`src/logic/dfl_params.svh`:
```
// Register map, field positions, reset values and timing of the directional flag logic
`ifndef DFL_PARAMS_SVH
`define DFL_PARAMS_SVH

`define DFL_NUM_ELEM         6
`define DFL_NUM_FWD_TIMED    5

`define DFL_ADDR_CTRL        8'h00
`define DFL_ADDR_STATUS      8'h04
`define DFL_ADDR_TIMED       8'h08
`define DFL_ADDR_IRQ_STAT    8'h0C
`define DFL_ADDR_IRQ_CLR     8'h10
`define DFL_ADDR_IRQ_EN      8'h14

`define DFL_CTRL_COORD_LSB   0
`define DFL_CTRL_COORD_W     5
`define DFL_CTRL_POLBLK_BIT  8
`define DFL_CTRL_REVCFG_LSB  16

`define DFL_ST_FWD_LSB       0
`define DFL_ST_REV_LSB       8
`define DFL_ST_POLAR_LSB     16
`define DFL_ST_BLOCK_LSB     24
`define DFL_ST_INVERT_BIT    28

`define DFL_TM_FWD_LSB       0
`define DFL_TM_REV_LSB       8

`define DFL_IRQ_W            13
`define DFL_IRQ_POLAR_LSB    0
`define DFL_IRQ_BLOCK_LSB    8
`define DFL_IRQ_INVERT_BIT   12

`define DFL_COORD_RST        5'h00
`define DFL_POLBLK_RST       1'b0
`define DFL_REVCFG_RST       6'h00
`define DFL_IRQ_EN_RST       13'h0000

`define DFL_CLK_PERIOD_NS    5
`define DFL_NS_PER_MS        1000000
`define DFL_COORD_MAX_MS     30
`define DFL_CNT_W            23

`endif

```
`src/logic/dfl_pkg.sv`:
```
// Types shared by the directional flag logic
package dfl_pkg;

   typedef enum logic [1:0] {
      DFL_GRP_PHASE,
      DFL_GRP_GROUND,
      DFL_GRP_NEGSEQ,
      DFL_GRP_POSSEQ
   } dfl_group_t;

   typedef enum logic {
      DFL_BUS_IDLE,
      DFL_BUS_READ
   } dfl_bus_state_t;

endpackage

```
`src/logic/dfl_top.sv`:
```
// Directional flag logic: direction, timed and polarization flags with AHB-Lite registers
`timescale 1ns/1ps
`include "dfl_params.svh"
module dfl_top
   import dfl_pkg::*;
#(
   parameter int CYC_PER_MS = `DFL_NS_PER_MS / `DFL_CLK_PERIOD_NS,
   parameter int CNT_W      = `DFL_CNT_W
) (
   input  wire logic        CLK_I,
   input  wire logic        RST_I,
   input  wire logic        HSEL_I,
   input  wire logic [31:0] HADDR_I,
   input  wire logic [1:0]  HTRANS_I,
   input  wire logic        HWRITE_I,
   input  wire logic [2:0]  HSIZE_I,
   input  wire logic [31:0] HWDATA_I,
   input  wire logic        HREADY_I,
   output logic      [31:0] HRDATA_O,
   output logic             HREADYOUT_O,
   output logic             HRESP_O,
   input  wire logic [5:0]  OP_VALID_I,
   input  wire logic [5:0]  ANGLE_OK_I,
   input  wire logic [5:0]  POLAR_LOW_I,
   input  wire logic        PHASE_DIR_BLOCK_IN_I,
   input  wire logic        GROUND_DIR_BLOCK_IN_I,
   input  wire logic        NEGSEQ_DIR_BLOCK_IN_I,
   input  wire logic        POSSEQ_DIR_BLOCK_IN_I,
   input  wire logic        ZONE_INVERT_IN_I,
   output logic             PHASE_DIR_BLOCK_IN_O,
   output logic             GROUND_DIR_BLOCK_IN_O,
   output logic             NEGSEQ_DIR_BLOCK_IN_O,
   output logic             POSSEQ_DIR_BLOCK_IN_O,
   output logic             ZONE_INVERT_IN_O,
   output logic             REV_INST_PHASE_A_O,
   output logic             REV_INST_PHASE_B_O,
   output logic             REV_INST_PHASE_C_O,
   output logic             REV_INST_GROUND_O,
   output logic             REV_INST_NEGSEQ_O,
   output logic             REV_INST_POSSEQ_O,
   output logic             REV_TIMED_PHASE_A_O,
   output logic             REV_TIMED_PHASE_B_O,
   output logic             REV_TIMED_PHASE_C_O,
   output logic             REV_TIMED_GROUND_O,
   output logic             REV_TIMED_NEGSEQ_O,
   output logic             REV_TIMED_POSSEQ_O,
   output logic             FWD_INST_PHASE_A_O,
   output logic             FWD_INST_PHASE_B_O,
   output logic             FWD_INST_PHASE_C_O,
   output logic             FWD_INST_GROUND_O,
   output logic             FWD_INST_NEGSEQ_O,
   output logic             FWD_INST_POSSEQ_O,
   output logic             FWD_TIMED_PHASE_A_O,
   output logic             FWD_TIMED_PHASE_B_O,
   output logic             FWD_TIMED_PHASE_C_O,
   output logic             FWD_TIMED_GROUND_O,
   output logic             FWD_TIMED_NEGSEQ_O,
   output logic             POLAR_LOSS_PHASE_A_O,
   output logic             POLAR_LOSS_PHASE_B_O,
   output logic             POLAR_LOSS_PHASE_C_O,
   output logic             POLAR_LOSS_GROUND_O,
   output logic             POLAR_LOSS_NEGSEQ_O,
   output logic             POLAR_LOSS_POSSEQ_O,
   output logic      [5:0]  ELEM_EN_O,
   output logic             IRQ_O
);

   localparam int NE = `DFL_NUM_ELEM;
   localparam int NF = `DFL_NUM_FWD_TIMED;
   localparam int IW = `DFL_IRQ_W;

   // Element index: 0..2 phases A..C, 3 ground, 4 negative, 5 positive sequence
   function automatic dfl_group_t elem_group(input int idx);
      dfl_group_t grp;
      if (idx < 3) begin
         grp = DFL_GRP_PHASE;
      end else if (idx == 3) begin
         grp = DFL_GRP_GROUND;
      end else if (idx == 4) begin
         grp = DFL_GRP_NEGSEQ;
      end else begin
         grp = DFL_GRP_POSSEQ;
      end
      return grp;
   endfunction

   function automatic logic group_blocked(input int idx, input logic [3:0] blk);
      return blk[elem_group(idx)];
   endfunction

   logic [4:0]                    pin_s;
   logic [3:0]                    block_s;
   logic                          invert_s;
   logic [3:0]                    block_mirror;
   logic                          invert_mirror;
   logic [NE-1:0]                 fwd_inst;
   logic [NE-1:0]                 rev_inst;
   logic [NF-1:0]                 fwd_timed;
   logic [NE-1:0]                 rev_timed;
   logic [NE-1:0]                 polar_loss;
   logic [NE-1:0]                 elem_en;
   logic [NE-1:0]                 next_eff;
   logic [NE-1:0]                 next_fwd;
   logic [NE-1:0]                 next_rev;
   logic [NE-1:0]                 next_en;
   logic [`DFL_CTRL_COORD_W-1:0]  coord_ms;
   logic                          pol_blk;
   logic [NE-1:0]                 rev_cfg;
   logic [CNT_W-1:0]              coord_limit;
   logic [IW-1:0]                 irq_stat;
   logic [IW-1:0]                 irq_en;
   logic [IW-1:0]                 next_ev;
   logic [IW-1:0]                 next_clr;
   dfl_bus_state_t                bus_state;
   logic [7:0]                    addr_q;
   logic                          wr_pend;
   logic                          xfer;
   logic [31:0]                   next_rdata;

   dfl_sync #(
      .WIDTH (5)
   ) u_pin_sync (
      .clk_i (CLK_I),
      .rst_i (RST_I),
      .d_i   ({ZONE_INVERT_IN_I, POSSEQ_DIR_BLOCK_IN_I, NEGSEQ_DIR_BLOCK_IN_I,
               GROUND_DIR_BLOCK_IN_I, PHASE_DIR_BLOCK_IN_I}),
      .q_o   (pin_s)
   );

   assign block_s  = pin_s[3:0];
   assign invert_s = pin_s[4];

   // Direction decisions and overcurrent enables per element
   always_comb begin
      for (int i = 0; i < NE; i++) begin
         next_eff[i] = ANGLE_OK_I[i] ^ invert_s;
         next_fwd[i] = OP_VALID_I[i] & ~POLAR_LOW_I[i] & next_eff[i];
         next_rev[i] = OP_VALID_I[i] & ~POLAR_LOW_I[i] & ~next_eff[i];
         if (POLAR_LOW_I[i] && pol_blk) begin
            next_en[i] = 1'b0;
         end else if (group_blocked(i, block_s) || POLAR_LOW_I[i]) begin
            next_en[i] = 1'b1;
         end else if (rev_cfg[i]) begin
            next_en[i] = ~next_eff[i];
         end else begin
            next_en[i] = next_eff[i];
         end
      end
   end

   // Level flags refreshed every clock
   always_ff @(posedge CLK_I) begin
      if (RST_I) begin
         fwd_inst   <= '0;
         rev_inst   <= '0;
         polar_loss <= '0;
         elem_en    <= '0;
      end else begin
         fwd_inst   <= next_fwd;
         rev_inst   <= next_rev;
         polar_loss <= POLAR_LOW_I;
         elem_en    <= next_en;
      end
   end

   always_ff @(posedge CLK_I) begin
      if (RST_I) begin
         block_mirror  <= '0;
         invert_mirror <= 1'b0;
      end else begin
         block_mirror  <= block_s;
         invert_mirror <= invert_s;
      end
   end

   for (genvar g = 0; g < NE; g++) begin : g_rev_timer
      dfl_coord_timer #(
         .CNT_W (CNT_W)
      ) u_rev_timer (
         .clk_i   (CLK_I),
         .rst_i   (RST_I),
         .cond_i  (next_rev[g]),
         .limit_i (coord_limit),
         .flag_o  (rev_timed[g])
      );
   end

   // Positive sequence has no timed forward flag
   for (genvar g = 0; g < NF; g++) begin : g_fwd_timer
      dfl_coord_timer #(
         .CNT_W (CNT_W)
      ) u_fwd_timer (
         .clk_i   (CLK_I),
         .rst_i   (RST_I),
         .cond_i  (next_fwd[g]),
         .limit_i (coord_limit),
         .flag_o  (fwd_timed[g])
      );
   end

   always_ff @(posedge CLK_I) begin
      if (RST_I) begin
         coord_limit <= '0;
      end else begin
         coord_limit <= CNT_W'(int'(coord_ms) * CYC_PER_MS);
      end
   end

   // AHB-Lite slave: writes zero-wait, reads take one wait state
   assign xfer = HSEL_I & HTRANS_I[1] & HREADY_I;

   always_ff @(posedge CLK_I) begin
      if (RST_I) begin
         bus_state   <= DFL_BUS_IDLE;
         HREADYOUT_O <= 1'b1;
         addr_q      <= 8'h00;
         wr_pend     <= 1'b0;
      end else begin
         wr_pend <= 1'b0;
         unique case (bus_state)
            DFL_BUS_IDLE: begin
               if (xfer) begin
                  addr_q <= HADDR_I[7:0];
                  if (HWRITE_I) begin
                     wr_pend <= 1'b1;
                  end else begin
                     bus_state   <= DFL_BUS_READ;
                     HREADYOUT_O <= 1'b0;
                  end
               end
            end
            DFL_BUS_READ: begin
               bus_state   <= DFL_BUS_IDLE;
               HREADYOUT_O <= 1'b1;
            end
         endcase
      end
   end

   always_ff @(posedge CLK_I) begin
      if (RST_I) begin
         HRESP_O <= 1'b0;
      end else begin
         HRESP_O <= 1'b0;
      end
   end

   always_comb begin
      next_rdata = 32'h0000_0000;
      case (addr_q)
         `DFL_ADDR_CTRL: begin
            next_rdata[`DFL_CTRL_COORD_LSB +: `DFL_CTRL_COORD_W] = coord_ms;
            next_rdata[`DFL_CTRL_POLBLK_BIT]                     = pol_blk;
            next_rdata[`DFL_CTRL_REVCFG_LSB +: NE]               = rev_cfg;
         end
         `DFL_ADDR_STATUS: begin
            next_rdata[`DFL_ST_FWD_LSB +: NE]   = fwd_inst;
            next_rdata[`DFL_ST_REV_LSB +: NE]   = rev_inst;
            next_rdata[`DFL_ST_POLAR_LSB +: NE] = polar_loss;
            next_rdata[`DFL_ST_BLOCK_LSB +: 4]  = block_mirror;
            next_rdata[`DFL_ST_INVERT_BIT]      = invert_mirror;
         end
         `DFL_ADDR_TIMED: begin
            next_rdata[`DFL_TM_FWD_LSB +: NF] = fwd_timed;
            next_rdata[`DFL_TM_REV_LSB +: NE] = rev_timed;
         end
         `DFL_ADDR_IRQ_STAT: next_rdata[IW-1:0] = irq_stat;
         `DFL_ADDR_IRQ_EN:   next_rdata[IW-1:0] = irq_en;
         default:            next_rdata = 32'h0000_0000;
      endcase
   end

   always_ff @(posedge CLK_I) begin
      if (RST_I) begin
         HRDATA_O <= 32'h0000_0000;
      end else if (bus_state == DFL_BUS_READ) begin
         HRDATA_O <= next_rdata;
      end
   end

   // Settings written by software; coordination time saturates at its maximum
   always_ff @(posedge CLK_I) begin
      if (RST_I) begin
         coord_ms <= `DFL_COORD_RST;
         pol_blk  <= `DFL_POLBLK_RST;
         rev_cfg  <= `DFL_REVCFG_RST;
      end else if (wr_pend && addr_q == `DFL_ADDR_CTRL) begin
         if (HWDATA_I[`DFL_CTRL_COORD_LSB +: `DFL_CTRL_COORD_W] > `DFL_COORD_MAX_MS) begin
            coord_ms <= `DFL_CTRL_COORD_W'(`DFL_COORD_MAX_MS);
         end else begin
            coord_ms <= HWDATA_I[`DFL_CTRL_COORD_LSB +: `DFL_CTRL_COORD_W];
         end
         pol_blk <= HWDATA_I[`DFL_CTRL_POLBLK_BIT];
         rev_cfg <= HWDATA_I[`DFL_CTRL_REVCFG_LSB +: NE];
      end
   end

   // Events: polarization loss rising, inhibit or inversion input changing
   always_comb begin
      next_ev = '0;
      next_ev[`DFL_IRQ_POLAR_LSB +: NE] = POLAR_LOW_I & ~polar_loss;
      next_ev[`DFL_IRQ_BLOCK_LSB +: 4]  = block_s ^ block_mirror;
      next_ev[`DFL_IRQ_INVERT_BIT]      = invert_s ^ invert_mirror;
      next_clr = '0;
      if (wr_pend && addr_q == `DFL_ADDR_IRQ_CLR) begin
         next_clr = HWDATA_I[IW-1:0];
      end
   end

   always_ff @(posedge CLK_I) begin
      if (RST_I) begin
         irq_stat <= '0;
      end else begin
         irq_stat <= (irq_stat & ~next_clr) | next_ev;
      end
   end

   always_ff @(posedge CLK_I) begin
      if (RST_I) begin
         irq_en <= `DFL_IRQ_EN_RST;
      end else if (wr_pend && addr_q == `DFL_ADDR_IRQ_EN) begin
         irq_en <= HWDATA_I[IW-1:0];
      end
   end

   always_ff @(posedge CLK_I) begin
      if (RST_I) begin
         IRQ_O <= 1'b0;
      end else begin
         IRQ_O <= |(irq_stat & irq_en);
      end
   end

   // Port mapping of the flag vectors
   assign {POSSEQ_DIR_BLOCK_IN_O, NEGSEQ_DIR_BLOCK_IN_O,
           GROUND_DIR_BLOCK_IN_O, PHASE_DIR_BLOCK_IN_O} = block_mirror;
   assign ZONE_INVERT_IN_O = invert_mirror;
   assign {REV_INST_POSSEQ_O, REV_INST_NEGSEQ_O, REV_INST_GROUND_O,
           REV_INST_PHASE_C_O, REV_INST_PHASE_B_O, REV_INST_PHASE_A_O} = rev_inst;
   assign {REV_TIMED_POSSEQ_O, REV_TIMED_NEGSEQ_O, REV_TIMED_GROUND_O,
           REV_TIMED_PHASE_C_O, REV_TIMED_PHASE_B_O, REV_TIMED_PHASE_A_O} = rev_timed;
   assign {FWD_INST_POSSEQ_O, FWD_INST_NEGSEQ_O, FWD_INST_GROUND_O,
           FWD_INST_PHASE_C_O, FWD_INST_PHASE_B_O, FWD_INST_PHASE_A_O} = fwd_inst;
   assign {FWD_TIMED_NEGSEQ_O, FWD_TIMED_GROUND_O,
           FWD_TIMED_PHASE_C_O, FWD_TIMED_PHASE_B_O, FWD_TIMED_PHASE_A_O} = fwd_timed;
   assign {POLAR_LOSS_POSSEQ_O, POLAR_LOSS_NEGSEQ_O, POLAR_LOSS_GROUND_O,
           POLAR_LOSS_PHASE_C_O, POLAR_LOSS_PHASE_B_O, POLAR_LOSS_PHASE_A_O} = polar_loss;
   assign ELEM_EN_O = elem_en;

   property p_inhibit_phase;
      @(posedge CLK_I) disable iff (RST_I)
      block_s[0] && !POLAR_LOW_I[0] |=> ELEM_EN_O[0];
   endproperty
   a_inhibit_phase: assert property (p_inhibit_phase)
      else $error("Inhibited phase element still directional");

   property p_inhibit_own;
      @(posedge CLK_I) disable iff (RST_I)
      block_s[1] && !block_s[0] && !POLAR_LOW_I[0] && !rev_cfg[0]
         && !(ANGLE_OK_I[0] ^ invert_s) |=> !ELEM_EN_O[0];
   endproperty
   a_inhibit_own: assert property (p_inhibit_own)
      else $error("Ground inhibit acted on a phase element");

   property p_invert;
      @(posedge CLK_I) disable iff (RST_I)
      OP_VALID_I[5] && !POLAR_LOW_I[5] && ANGLE_OK_I[5] && invert_s
         |=> REV_INST_POSSEQ_O && !FWD_INST_POSSEQ_O;
   endproperty
   a_invert: assert property (p_invert)
      else $error("Inversion did not flip the operating zone");

   property p_rev_inst;
      @(posedge CLK_I) disable iff (RST_I)
      OP_VALID_I[3] && !POLAR_LOW_I[3] && !ANGLE_OK_I[3] && !invert_s |=> REV_INST_GROUND_O;
   endproperty
   a_rev_inst: assert property (p_rev_inst)
      else $error("Reverse instantaneous flag missing");

   property p_fwd_inst;
      @(posedge CLK_I) disable iff (RST_I)
      OP_VALID_I[1] && !POLAR_LOW_I[1] && ANGLE_OK_I[1] && !invert_s |=> FWD_INST_PHASE_B_O;
   endproperty
   a_fwd_inst: assert property (p_fwd_inst)
      else $error("Forward instantaneous flag missing");

   property p_polar;
      @(posedge CLK_I) disable iff (RST_I)
      POLAR_LOW_I[4] |=> POLAR_LOSS_NEGSEQ_O && !FWD_INST_NEGSEQ_O && !REV_INST_NEGSEQ_O;
   endproperty
   a_polar: assert property (p_polar)
      else $error("Polarization loss flag wrong");

   property p_mirror;
      @(posedge CLK_I) disable iff (RST_I)
      !$past(RST_I, 1) && !$past(RST_I, 2) && !$past(RST_I, 3)
         |-> ZONE_INVERT_IN_O == $past(ZONE_INVERT_IN_I, 3);
   endproperty
   a_mirror: assert property (p_mirror)
      else $error("Inversion mirror does not follow its input");

   property p_polblk;
      @(posedge CLK_I) disable iff (RST_I)
      POLAR_LOW_I[2] && pol_blk |=> !ELEM_EN_O[2];
   endproperty
   a_polblk: assert property (p_polblk)
      else $error("Element not blocked on lost polarization");

   property p_polnoblk;
      @(posedge CLK_I) disable iff (RST_I)
      POLAR_LOW_I[2] && !pol_blk |=> ELEM_EN_O[2];
   endproperty
   a_polnoblk: assert property (p_polnoblk)
      else $error("Element not made non-directional on lost polarization");

   property p_revcfg;
      @(posedge CLK_I) disable iff (RST_I)
      !block_s[0] && !POLAR_LOW_I[0] && rev_cfg[0] && (ANGLE_OK_I[0] ^ invert_s)
         |=> !ELEM_EN_O[0];
   endproperty
   a_revcfg: assert property (p_revcfg)
      else $error("Reverse element enabled inside the forward zone");

endmodule

```
`src/logic/dfl_sync.sv`:
```
// Two-stage synchroniser for asynchronous pin levels
`timescale 1ns/1ps
module dfl_sync #(
   parameter int WIDTH = 5
) (
   input  wire logic             clk_i,
   input  wire logic             rst_i,
   input  wire logic [WIDTH-1:0] d_i,
   output logic      [WIDTH-1:0] q_o
);

   logic [WIDTH-1:0] stage1;

   always_ff @(posedge clk_i) begin
      if (rst_i) begin
         stage1 <= '0;
         q_o    <= '0;
      end else begin
         stage1 <= d_i;
         q_o    <= stage1;
      end
   end

endmodule

```
`src/logic/dfl_coord_timer.sv`:
```
// Coordination timer: raises its flag once its condition has lasted one cycle more than the set cycles
`timescale 1ns/1ps
module dfl_coord_timer #(
   parameter int CNT_W = 23
) (
   input  wire logic             clk_i,
   input  wire logic             rst_i,
   input  wire logic             cond_i,
   input  wire logic [CNT_W-1:0] limit_i,
   output logic                  flag_o
);

   logic [CNT_W-1:0] cnt;

   always_ff @(posedge clk_i) begin
      if (rst_i) begin
         cnt    <= '0;
         flag_o <= 1'b0;
      end else if (!cond_i) begin
         cnt    <= '0;
         flag_o <= 1'b0;
      end else if (cnt >= limit_i) begin
         flag_o <= 1'b1;
      end else begin
         cnt    <= cnt + 1'b1;
      end
   end

   property p_timer_drop;
      @(posedge clk_i) disable iff (rst_i)
      !cond_i |=> !flag_o && (cnt == '0);
   endproperty
   a_timer_drop: assert property (p_timer_drop)
      else $error("Timed flag did not clear when its condition dropped");

   property p_timer_early;
      @(posedge clk_i) disable iff (rst_i)
      $rose(flag_o) |-> $past(cond_i) && ($past(cnt) >= $past(limit_i));
   endproperty
   a_timer_early: assert property (p_timer_early)
      else $error("Timed flag rose before the coordination time elapsed");

   property p_timer_fire;
      @(posedge clk_i) disable iff (rst_i)
      cond_i && (cnt >= limit_i) |=> flag_o;
   endproperty
   a_timer_fire: assert property (p_timer_fire)
      else $error("Timed flag missing after the coordination time");

endmodule

```
`config.mk`:
```
export PLATFORM = sky130hd
export DESIGN_NAME = dfl_top
export DESIGN_NICKNAME = d
export VERILOG_FILES = /design/src/logic/dfl_pkg.sv /design/src/logic/dfl_top.sv /design/src/logic/dfl_sync.sv /design/src/logic/dfl_coord_timer.sv
export VERILOG_INCLUDE_DIRS = /design/src /design/src/logic
export SDC_FILE = /design/constraint.sdc
export NUM_CORES = 1
export LEC_CHECK = 0
export BUFFER_PORTS_ARGS = -buffer_cell sky130_fd_sc_hd__clkbuf_2
export CORE_MARGIN = 1.5
export CORE_UTILIZATION = 39
export CTS_CLUSTER_SIZE = 30
export DETAILED_ROUTE_END_ITERATION = 10
export GPL_TIMING_DRIVEN = 0
export PLACE_DENSITY_LB_ADDON = 0.2
export SYNTH_ARGS = -nofsm -noshare
export SYNTH_HDL_FRONTEND = slang
export SYNTH_SLANG_ARGS = --single-unit
```
`constraint.sdc`:
```
create_clock -name CLK_I -period 2.8 [get_ports CLK_I]
set_input_delay 0.56 -clock CLK_I [delete_from_list [all_inputs] [get_ports CLK_I]]
set_output_delay 0.56 -clock CLK_I [all_outputs]
set_load 0.02 [all_outputs]
```
==> summary.md, run 1 <==
| Metric | Value |
|---|---|
| Area contributors post-synth | dfxtp_1, ha_1, nand2_1 |
| Clock Power Share | about half |
| CP Capture Type | register |
| Mapped cell area | approximately 23,000 µm² |
| Vias in the first global route | 21.5k |
| Synth top area share | roughly 34% |
| Final setup fails | 18 |
| P_int | roughly 10 mW |
| DP Area | between 20,000 and 25,000 µm² |
| Seq pwr share | between 40% and 50% |
| Pin count of the biggest net entering global routing | 14 |
| Worst r2r dst | g_rev_timer[2].u_rev_timer.cnt[16] |
| Required @ worst endpoint | between 3 and 4 ns |
| Vias per inst | between 5 and 6 |
| Via count | roughly 23k |
| Antenna diode count | 0 |
| Total GRT Usage | approximately a quarter |
| Fraction of layout cells with a size suffix above 1 | between 20% and 30% |
| Die area | roughly 60,000 µm² |
| Root buf cell | clkbuf_16 |
| Worst VDD drop | ~0.40 mV |
| R2r setup slk | -0.11 ns |
| Power per cell area | ~450 nW/µm² |
| CP max FO | 6 |
| FMAX | 0.344 GHz |
| Dpl ws | -0.870 ns |
| Post-synth top area cell | dfxtp_1 |
| Worst setup margin | -0.107 ns |
| Post-DRT Antenna Nets | 0 |
| Initial DRC count | 1,801 |
| # rows | 89 |
| GP Congestion | approximately 0.9 |
| Post-synthesis sequential area ratio | between 30% and 40% |
| Combinational power share | between 7 and 8% |
| Die Span X | between 200 and 250 µm |
| Max Cap Violations | 0 |
| # H-tree levels | 2 |
| Least-Margin Pin Slew | about 1.1 ns |
| Reg2reg path depth | 11 |
| Fin. Hold Viols | 0 |
| TritonCTS clock tree | done |
| DRT Pass-1 Iters | 8 |
| GRT overflow | 0 |
| Slew HR | approximately 29% |
| LEAKAGE | ~11 nW |
| Total wire length | roughly 80,000 µm |
| Outcome | finished, violations left |
| Arr. time, crit path | 3.43 ns |
| Core Box Area | 58,800 µm² |
| Final net count | around 3.4k |
| Final setup TNS | -0.850 ns |
| Remaining DRCs | 0 |
| Post-synth top flop | dfxtp_1 |
| Sw Ratio | 25.4% |
| Hold buffers post-CTS | 0 |
| Switching power total | ~3.4 mW |
| Post-synth top cells | dfxtp_1, nand2_1, ha_1, a21oi_1, nor2_1 |
| CTS Sinks | just under 400 |
| # IOs | between 150 and 200 |
| Num CTS Buffers | 48 |
| Number of synthesized flops with an enable pin | 0 |
| Type of the most critical hold path | primary input to register |
| Pwr Total | around 13 mW |
| Max Slew Vio Count | 0 |
| Critical path startpoint category | register |
| R2r startpoint | coord_limit[17] |
| Syn_area_per_cell | approximately 8.4 µm² |
| Synth warnings | 0 |
| Die height | between 200 and 250 µm |
| Gate count of the mapped netlist | 2,764 |
| Final HPWL DP | roughly 54,000 µm |
| Ys async rst share | 0% |
| Avg WL per Cell | 20.5 µm |
| Period minus WS final | around 2.9 ns |
| Violated checks | negative setup slack |
| Final Cell Area | a little under 30,000 µm² |
| Utilization after layout | roughly half |
| Synth cell types | just under 80 |
| Starting Density | between 30 and 40% |
| Clk_skew | ~0.030 ns |
| Area delta synth->final | 28.1% |
| Worst setup startpoint | coord_limit[17] |
| Synth Register Bits | around 400 |
| Final period util | 104% |
| Most frequent cell after synthesis | dfxtp_1 |
| Latest clock arrival within the worst-skew pair | 0.62 ns |
| WS Path Type | register to register |
| Initial antenna violation count | 3 |
| RSZ-0062 raised after global routing | yes |
| CTS clk-pin slew, worst paths | ~0.060 ns |
| Port bufs | roughly 120 |
| Last element of the critical path | g_rev_timer[2].u_rev_timer.cnt[16] |
| Clock Path Buffers | 3 |
| Wire length of the first global-routing pass | around 120,000 µm |
worst max-delay path, stage by stage, from the launching register on:
cell,delay [ns]
dfxtp_2,0.34
clkinvlp_4,0.11
buf_12,0.17
buf_12,0.13
ha_4,0.15
a211oi_2,0.19
o21ai_1,0.09
a22o_1,0.26
or4b_4,0.54
buf_6,0.16
or4_1,0.50
a21oi_1,0.16
cell families after synthesis:
group,count (synthesis),synth area share [%]
other,1,0.0162
adders and majority gates,241,13.1
buffers and inverters,234,3.99
AOI/OAI and AO/OA,622,17.6
DFF,395,34.2
xor gates and xnor gates,66,2.50
and+or+nand+nor,1136,25.6
muxes,69,3.02
metal layers:
metal / vias up / wire length [µm] / track usage (%)
met3: 181 / 5710 / 4.36
met2: 788 / 36800 / 40.9
li1: 10900 / - / -
met1: 11100 / 35000 / 33.5
met5: - / 13 / 0
met4: 2 / 2550 / 8.29
metrics by stage:
stage | hold WS [ns] | cells
after floorplan | 0.414 | 2771
final | 0.135 | 3903
after detailed placement | 0.425 | 3665
after CTS | 0.118 | 3849
after global routing | 0.155 | 3903
after global placement | 0.422 | 3665
placed cells by master (no fill, tap or decap), types with 90 or more instances in the layout:
master	instances
a21oi_1	194
nor2_1	161
clkbuf_2	127
nand3_1	112
ha_1	202
nand2_1	318
inv_1	95
nand4_1	90
buf_4	126
dfxtp_1	376
power by group through the flow:
stage	registers (mW)	logic [mW]	clock network, mW
6_report	5.74	1.03	6.43
5_1_grt	5.74	1.10	6.75
4_1_cts	5.74	0.925	6.52
3_5_place_dp	5.87	0.837	0
3_3_place_gp	5.86	0.822	0
2_1_floorplan	5.87	0.493	0
layout make-up:
| cell class | count | area [µm²] |
|---|---|---|
| repair buffers | 272 | 2070 |
| inverters | 119 | 514 |
| fillers | 5497 | 29200 |
| clock inverters | 17 | 224 |
| well taps | 773 | 967 |
| multi-input cells | 2144 | 15900 |
| plain buffers | 115 | 626 |
| flip-flops and latches | 395 | 7940 |
| clock buffers | 68 | 1390 |
flip-flops by register name, summed over array words and instances, names as in the netlist, 8 cells and up:
name,count
irq_en,13
g_fwd_timer.u_fwd_timer.cnt,115
irq_stat,13
addr_q,8
g_rev_timer.u_rev_timer.cnt,138
HRDATA_O,25
coord_limit,17
repair_timing:
action,4_1_cts,5_1_grt
buffers inserted,96,48
pin swaps,46,69
setup endpoints to repair,274,247
gates resized for setup,197,220
cloned,3,6
worst min path at each step:
stage / start / cells past startpoint / end
2_1_floorplan: u_pin_sync.stage1[0] / 1 / u_pin_sync.q_o[0]
3_3_place_gp: u_pin_sync.stage1[3] / 1 / u_pin_sync.q_o[3]
3_5_place_dp: u_pin_sync.stage1[3] / 1 / u_pin_sync.q_o[3]
4_1_cts: HWRITE_I / 2 / bus_state
5_1_grt: HWRITE_I / 2 / bus_state
6_report: HWRITE_I / 2 / bus_state
Power figures use the tool's default switching activity.
==> inputs of run 2 (changes only) <==
- ABC_AREA: default -> 1
==> run 2 against run 1 <==
The flow now finishes without violations. Critical path type unchanged. Clock power grew 5.1%. Non-clock buffer count is 125 lower. Global-route usage shrank 2.5 points.
==> summary.md, run 2 <==
| Metric | Value |
|---|---|
| CP Cell Sequence | ha_1, xor2_1, ha_1, a21o_1, ha_1, ha_2, nand2_1, inv_1, nand2_1, nand2_1, nand2_1, a21oi_2, nand2_1, nand2_1, nor2_1 |
| Hold WS | 0.157 ns (+0.0220 ns) |
| Vias in the first global route | 23.8k (+11%) |
| Initial DRC count | 1,877 (+4.2%) |
| Arr. time, crit path | 3.14 ns (-0.29 ns) |
| LEAKAGE | 13.7 nW (+22%) |
| GP Congestion | 0.885 (-0.92%) |
| Crit path max-delay cell type | ha_2 |
| Die height | 262 µm (+6.5%) |
| Clk_skew | 0.0257 ns (-0.00432 ns) |
| Fraction of layout cells with a size suffix above 1 | 9.67% (-12 points) |
| Commonest non-fill, non-tap cell in the layout | nand2_1 |
| FMAX | 0.377 GHz (+9.7%) |
| Most frequent cell after synthesis | nand2_1 |
| Max Cap Violations | 0 (unchanged) |
| Post-synth top flop | dfxtp_1 |
| Fillers | 6,964 (+27%) |
| Fin. Hold Viols | 0 (unchanged) |
| Least-Margin Pin Slew | 1.05 ns (-0.0115 ns) |
| CP max FO | 7 (+1) |
| # IOs | 172 (unchanged) |
| Post-synthesis sequential area ratio | 30.1% (-4.1 points) |
| Synth cell types | 55 (-29%) |
| CP most frequent cell | nand2_1 |
| Synth warnings | 0 (unchanged) |
| TritonCTS clock tree | done |
| GRT overflow | 0 (unchanged) |
| Final setup fails | 0 (-18) |
| Die Span X | 262 µm (+6.5%) |
| Total wire length | 79,500 µm (-0.79%) |
| Port bufs | 122 (+0.83%) |
| Layout Cells excl Fill | 5,168 (+32%) |
| CTS clk-pin slew, worst paths | 0.06 ns (about the same) |
| Max reg flops | 138 (unchanged) |
| Pin count of the biggest net entering global routing | 14 (unchanged) |
| Period minus WS final | 2.65 ns (-0.257 ns) |
| Critical path's largest stage delay | 0.39 ns (-0.15 ns) |
| DRT Pass-1 Iters | 7 (-1) |
| Top reg by flops | g_rev_timer.u_rev_timer.cnt |
| Register area | 7920 µm² (-0.33%) |
| Avg WL per Cell | 15.4 µm (-25%) |
| Final period util | 94.6% (-9.2 points) |
| Starting Density | 39.6% (+0.32 points) |
| Slew HR | 29.5% (+0.51 points) |
| Initial antenna violation count | 3 (unchanged) |
| Dpl cells | 5,055 (+38%) |
| Latest clock arrival within the worst-skew pair | 0.60 ns (-0.02 ns) |
| # H-tree levels | 2 (unchanged) |
| Num CTS Buffers | 47 (-2.1%) |
| Die area | 68,900 µm² (+13%) |
| Required @ worst endpoint | 3.29 ns (-0.03 ns) |
| Critical path startpoint category | register |
| Final Cell Area | 30,100 µm² (+1.8%) |
| Post-DRT Antenna Nets | 0 (unchanged) |
| Via count | 25.7k (+12%) |
| Vias per inst | 4.98 (-15%) |
| Remaining DRCs | 0 (unchanged) |
| Post-synth top area cell | dfxtp_1 |
| DP Area | 28,000 µm² (+13%) |
| Hold buffers post-CTS | 0 (unchanged) |
| Outcome | finished clean |
| Post-synth top cells | nand2_1, inv_1, nor2_1, dfxtp_1, nand3_1 |
| Area delta synth->final | 14.9% |
| Most used cells in the layout excluding fill and tap cells | nand2_1, inv_1, nor2_1 |
| Mapped cell area | 26,200 µm² (+14%) |
| CTS Sinks | 395 (unchanged) |
| WS Path Type | register to register |
| CP Buf/Inv Count | 1 (-3) |
| Number of synthesized flops with an enable pin | 0 (unchanged) |
| Root buf cell | clkbuf_16 |
| Top delay family on crit path | adder cells |
| Pwr Total | 14.0 mW (+6.2%) |
| Clock Path Buffers | 3 (unchanged) |
| Final HPWL DP | 58,000 µm (+7.0%) |
| Core Box Area | 66,200 µm² (+13%) |
| Gate count of the mapped netlist | 4,062 (+47%) |
| Synth top area share | 30.1% (-4.1 points) |
| Power per cell area | 465 nW/µm² (+4.3%) |
| Area contributors post-synth | dfxtp_1, nand2_1, ha_1 |
| # rows | 94 (+5.6%) |
| Type of the most critical hold path | primary input to register |
| Synth Register Bits | 395 (unchanged) |
| Syn_area_per_cell | 6.46 µm² (-23%) |
| Largest regs | g_rev_timer.u_rev_timer.cnt x138, g_fwd_timer.u_fwd_timer.cnt x115, HRDATA_O x25 |
| Max Slew Vio Count | 0 (unchanged) |
| Multi-input combinational cell area | 15,400 µm² (-2.9%) |
| Worst VDD drop | 0.517 mV (+30%) |
| Ys async rst share | 0% (unchanged) |
| Wire length of the first global-routing pass | 127,000 µm (+5.6%) |
| RSZ-0062 raised after global routing | no |
| Final net count | 4,607 (+34%) |
| Total GRT Usage | 22.7% (-2.5 points) |
| CP Capture Type | register |
[run 2: changes by cell type in the layout (fill, tap and decap cells not counted), moves of 62 or more]
cell / change
nand2_1: +677
inv_1: +522
nor2_1: +413
nand3_1: +227
buf_4: -97
nand4_1: +85
or4_1: -75
mux2i_1: -63
o21ai_0: +62
[run 2: through the flow]
step | util [%] | setup WS [ns] | setup TNS, ns
floorplan | - | 0.269 | 0
global placement | 42.2 | -0.0891 | -0.142
detailed placement | 42.2 | -0.0999 | -0.194
CTS | 44.8 | 0.00205 | 0
global route | 45.5 | 0.00801 | 0
finish | 45.5 | 0.150 | 0
[run 2: cell type report]
| cell class | instances | share of cell area [%] |
|---|---|---|
| diodes | 1 | 0.00830 |
| plain buffers | 111 | 1.95 |
| clock buffers | 63 | 4.33 |
| clock inverters | 20 | 1.21 |
| inverters | 640 | 8.18 |
| multi-input cells | 2923 | 51.1 |
| flip-flops and latches | 395 | 26.3 |
| well taps | 864 | 3.59 |
| repair buffers | 151 | 3.37 |
[run 2: cell families after synthesis]
logic type	count (synthesis)	synth area share [%]
AO/OA/AOI/OAI	368	7.68
adder cells (fa/ha/maj)	241	11.5
XOR/XNOR	42	1.54
other	1	0.0143
flip-flops	395	30.1
AND/OR/NAND/NOR	2264	37.7
buffers and inverters	751	11.4
[run 2: tightest hold or removal path: cells and delay by family]
kind	cells	cell delay, ns
and+or+nand+nor	1	0.03
buffers and inverters	2	0.12
[run 2: path summary, 6_finish.rpt]
kind | from | endpoint | slack [ns] | cells past startpoint
max reg2reg | coord_ms[2] | coord_limit[18] | 0.15 | 15
min | ZONE_INVERT_IN_I | u_pin_sync.stage1[4] | 0.16 | 3
max | coord_ms[2] | coord_limit[18] | 0.15 | 15
min reg2reg | u_pin_sync.stage1[4] | u_pin_sync.q_o[4] | 0.40 | 2
[run 2: routing by layer]
layer	part of all wire [%]	global-route usage, %
met5	0.045	0
met4	2.8	8.01
met3	6.2	3.79
met2	44	36.0
met1	47	30.9
[run 2: repair_timing]
action | 4_1_cts | 5_1_grt
setup endpoints to repair | 6 | 214
buffers inserted | 0 | 29
resized for setup | 2 | 33
[run 2: power breakdown]
part	switching [mW]	internal, mW	total [mW]
Clock	2.65	4.11	6.76
Sequential	0.0628	5.69	5.75
Combinational	1.09	0.423	1.51
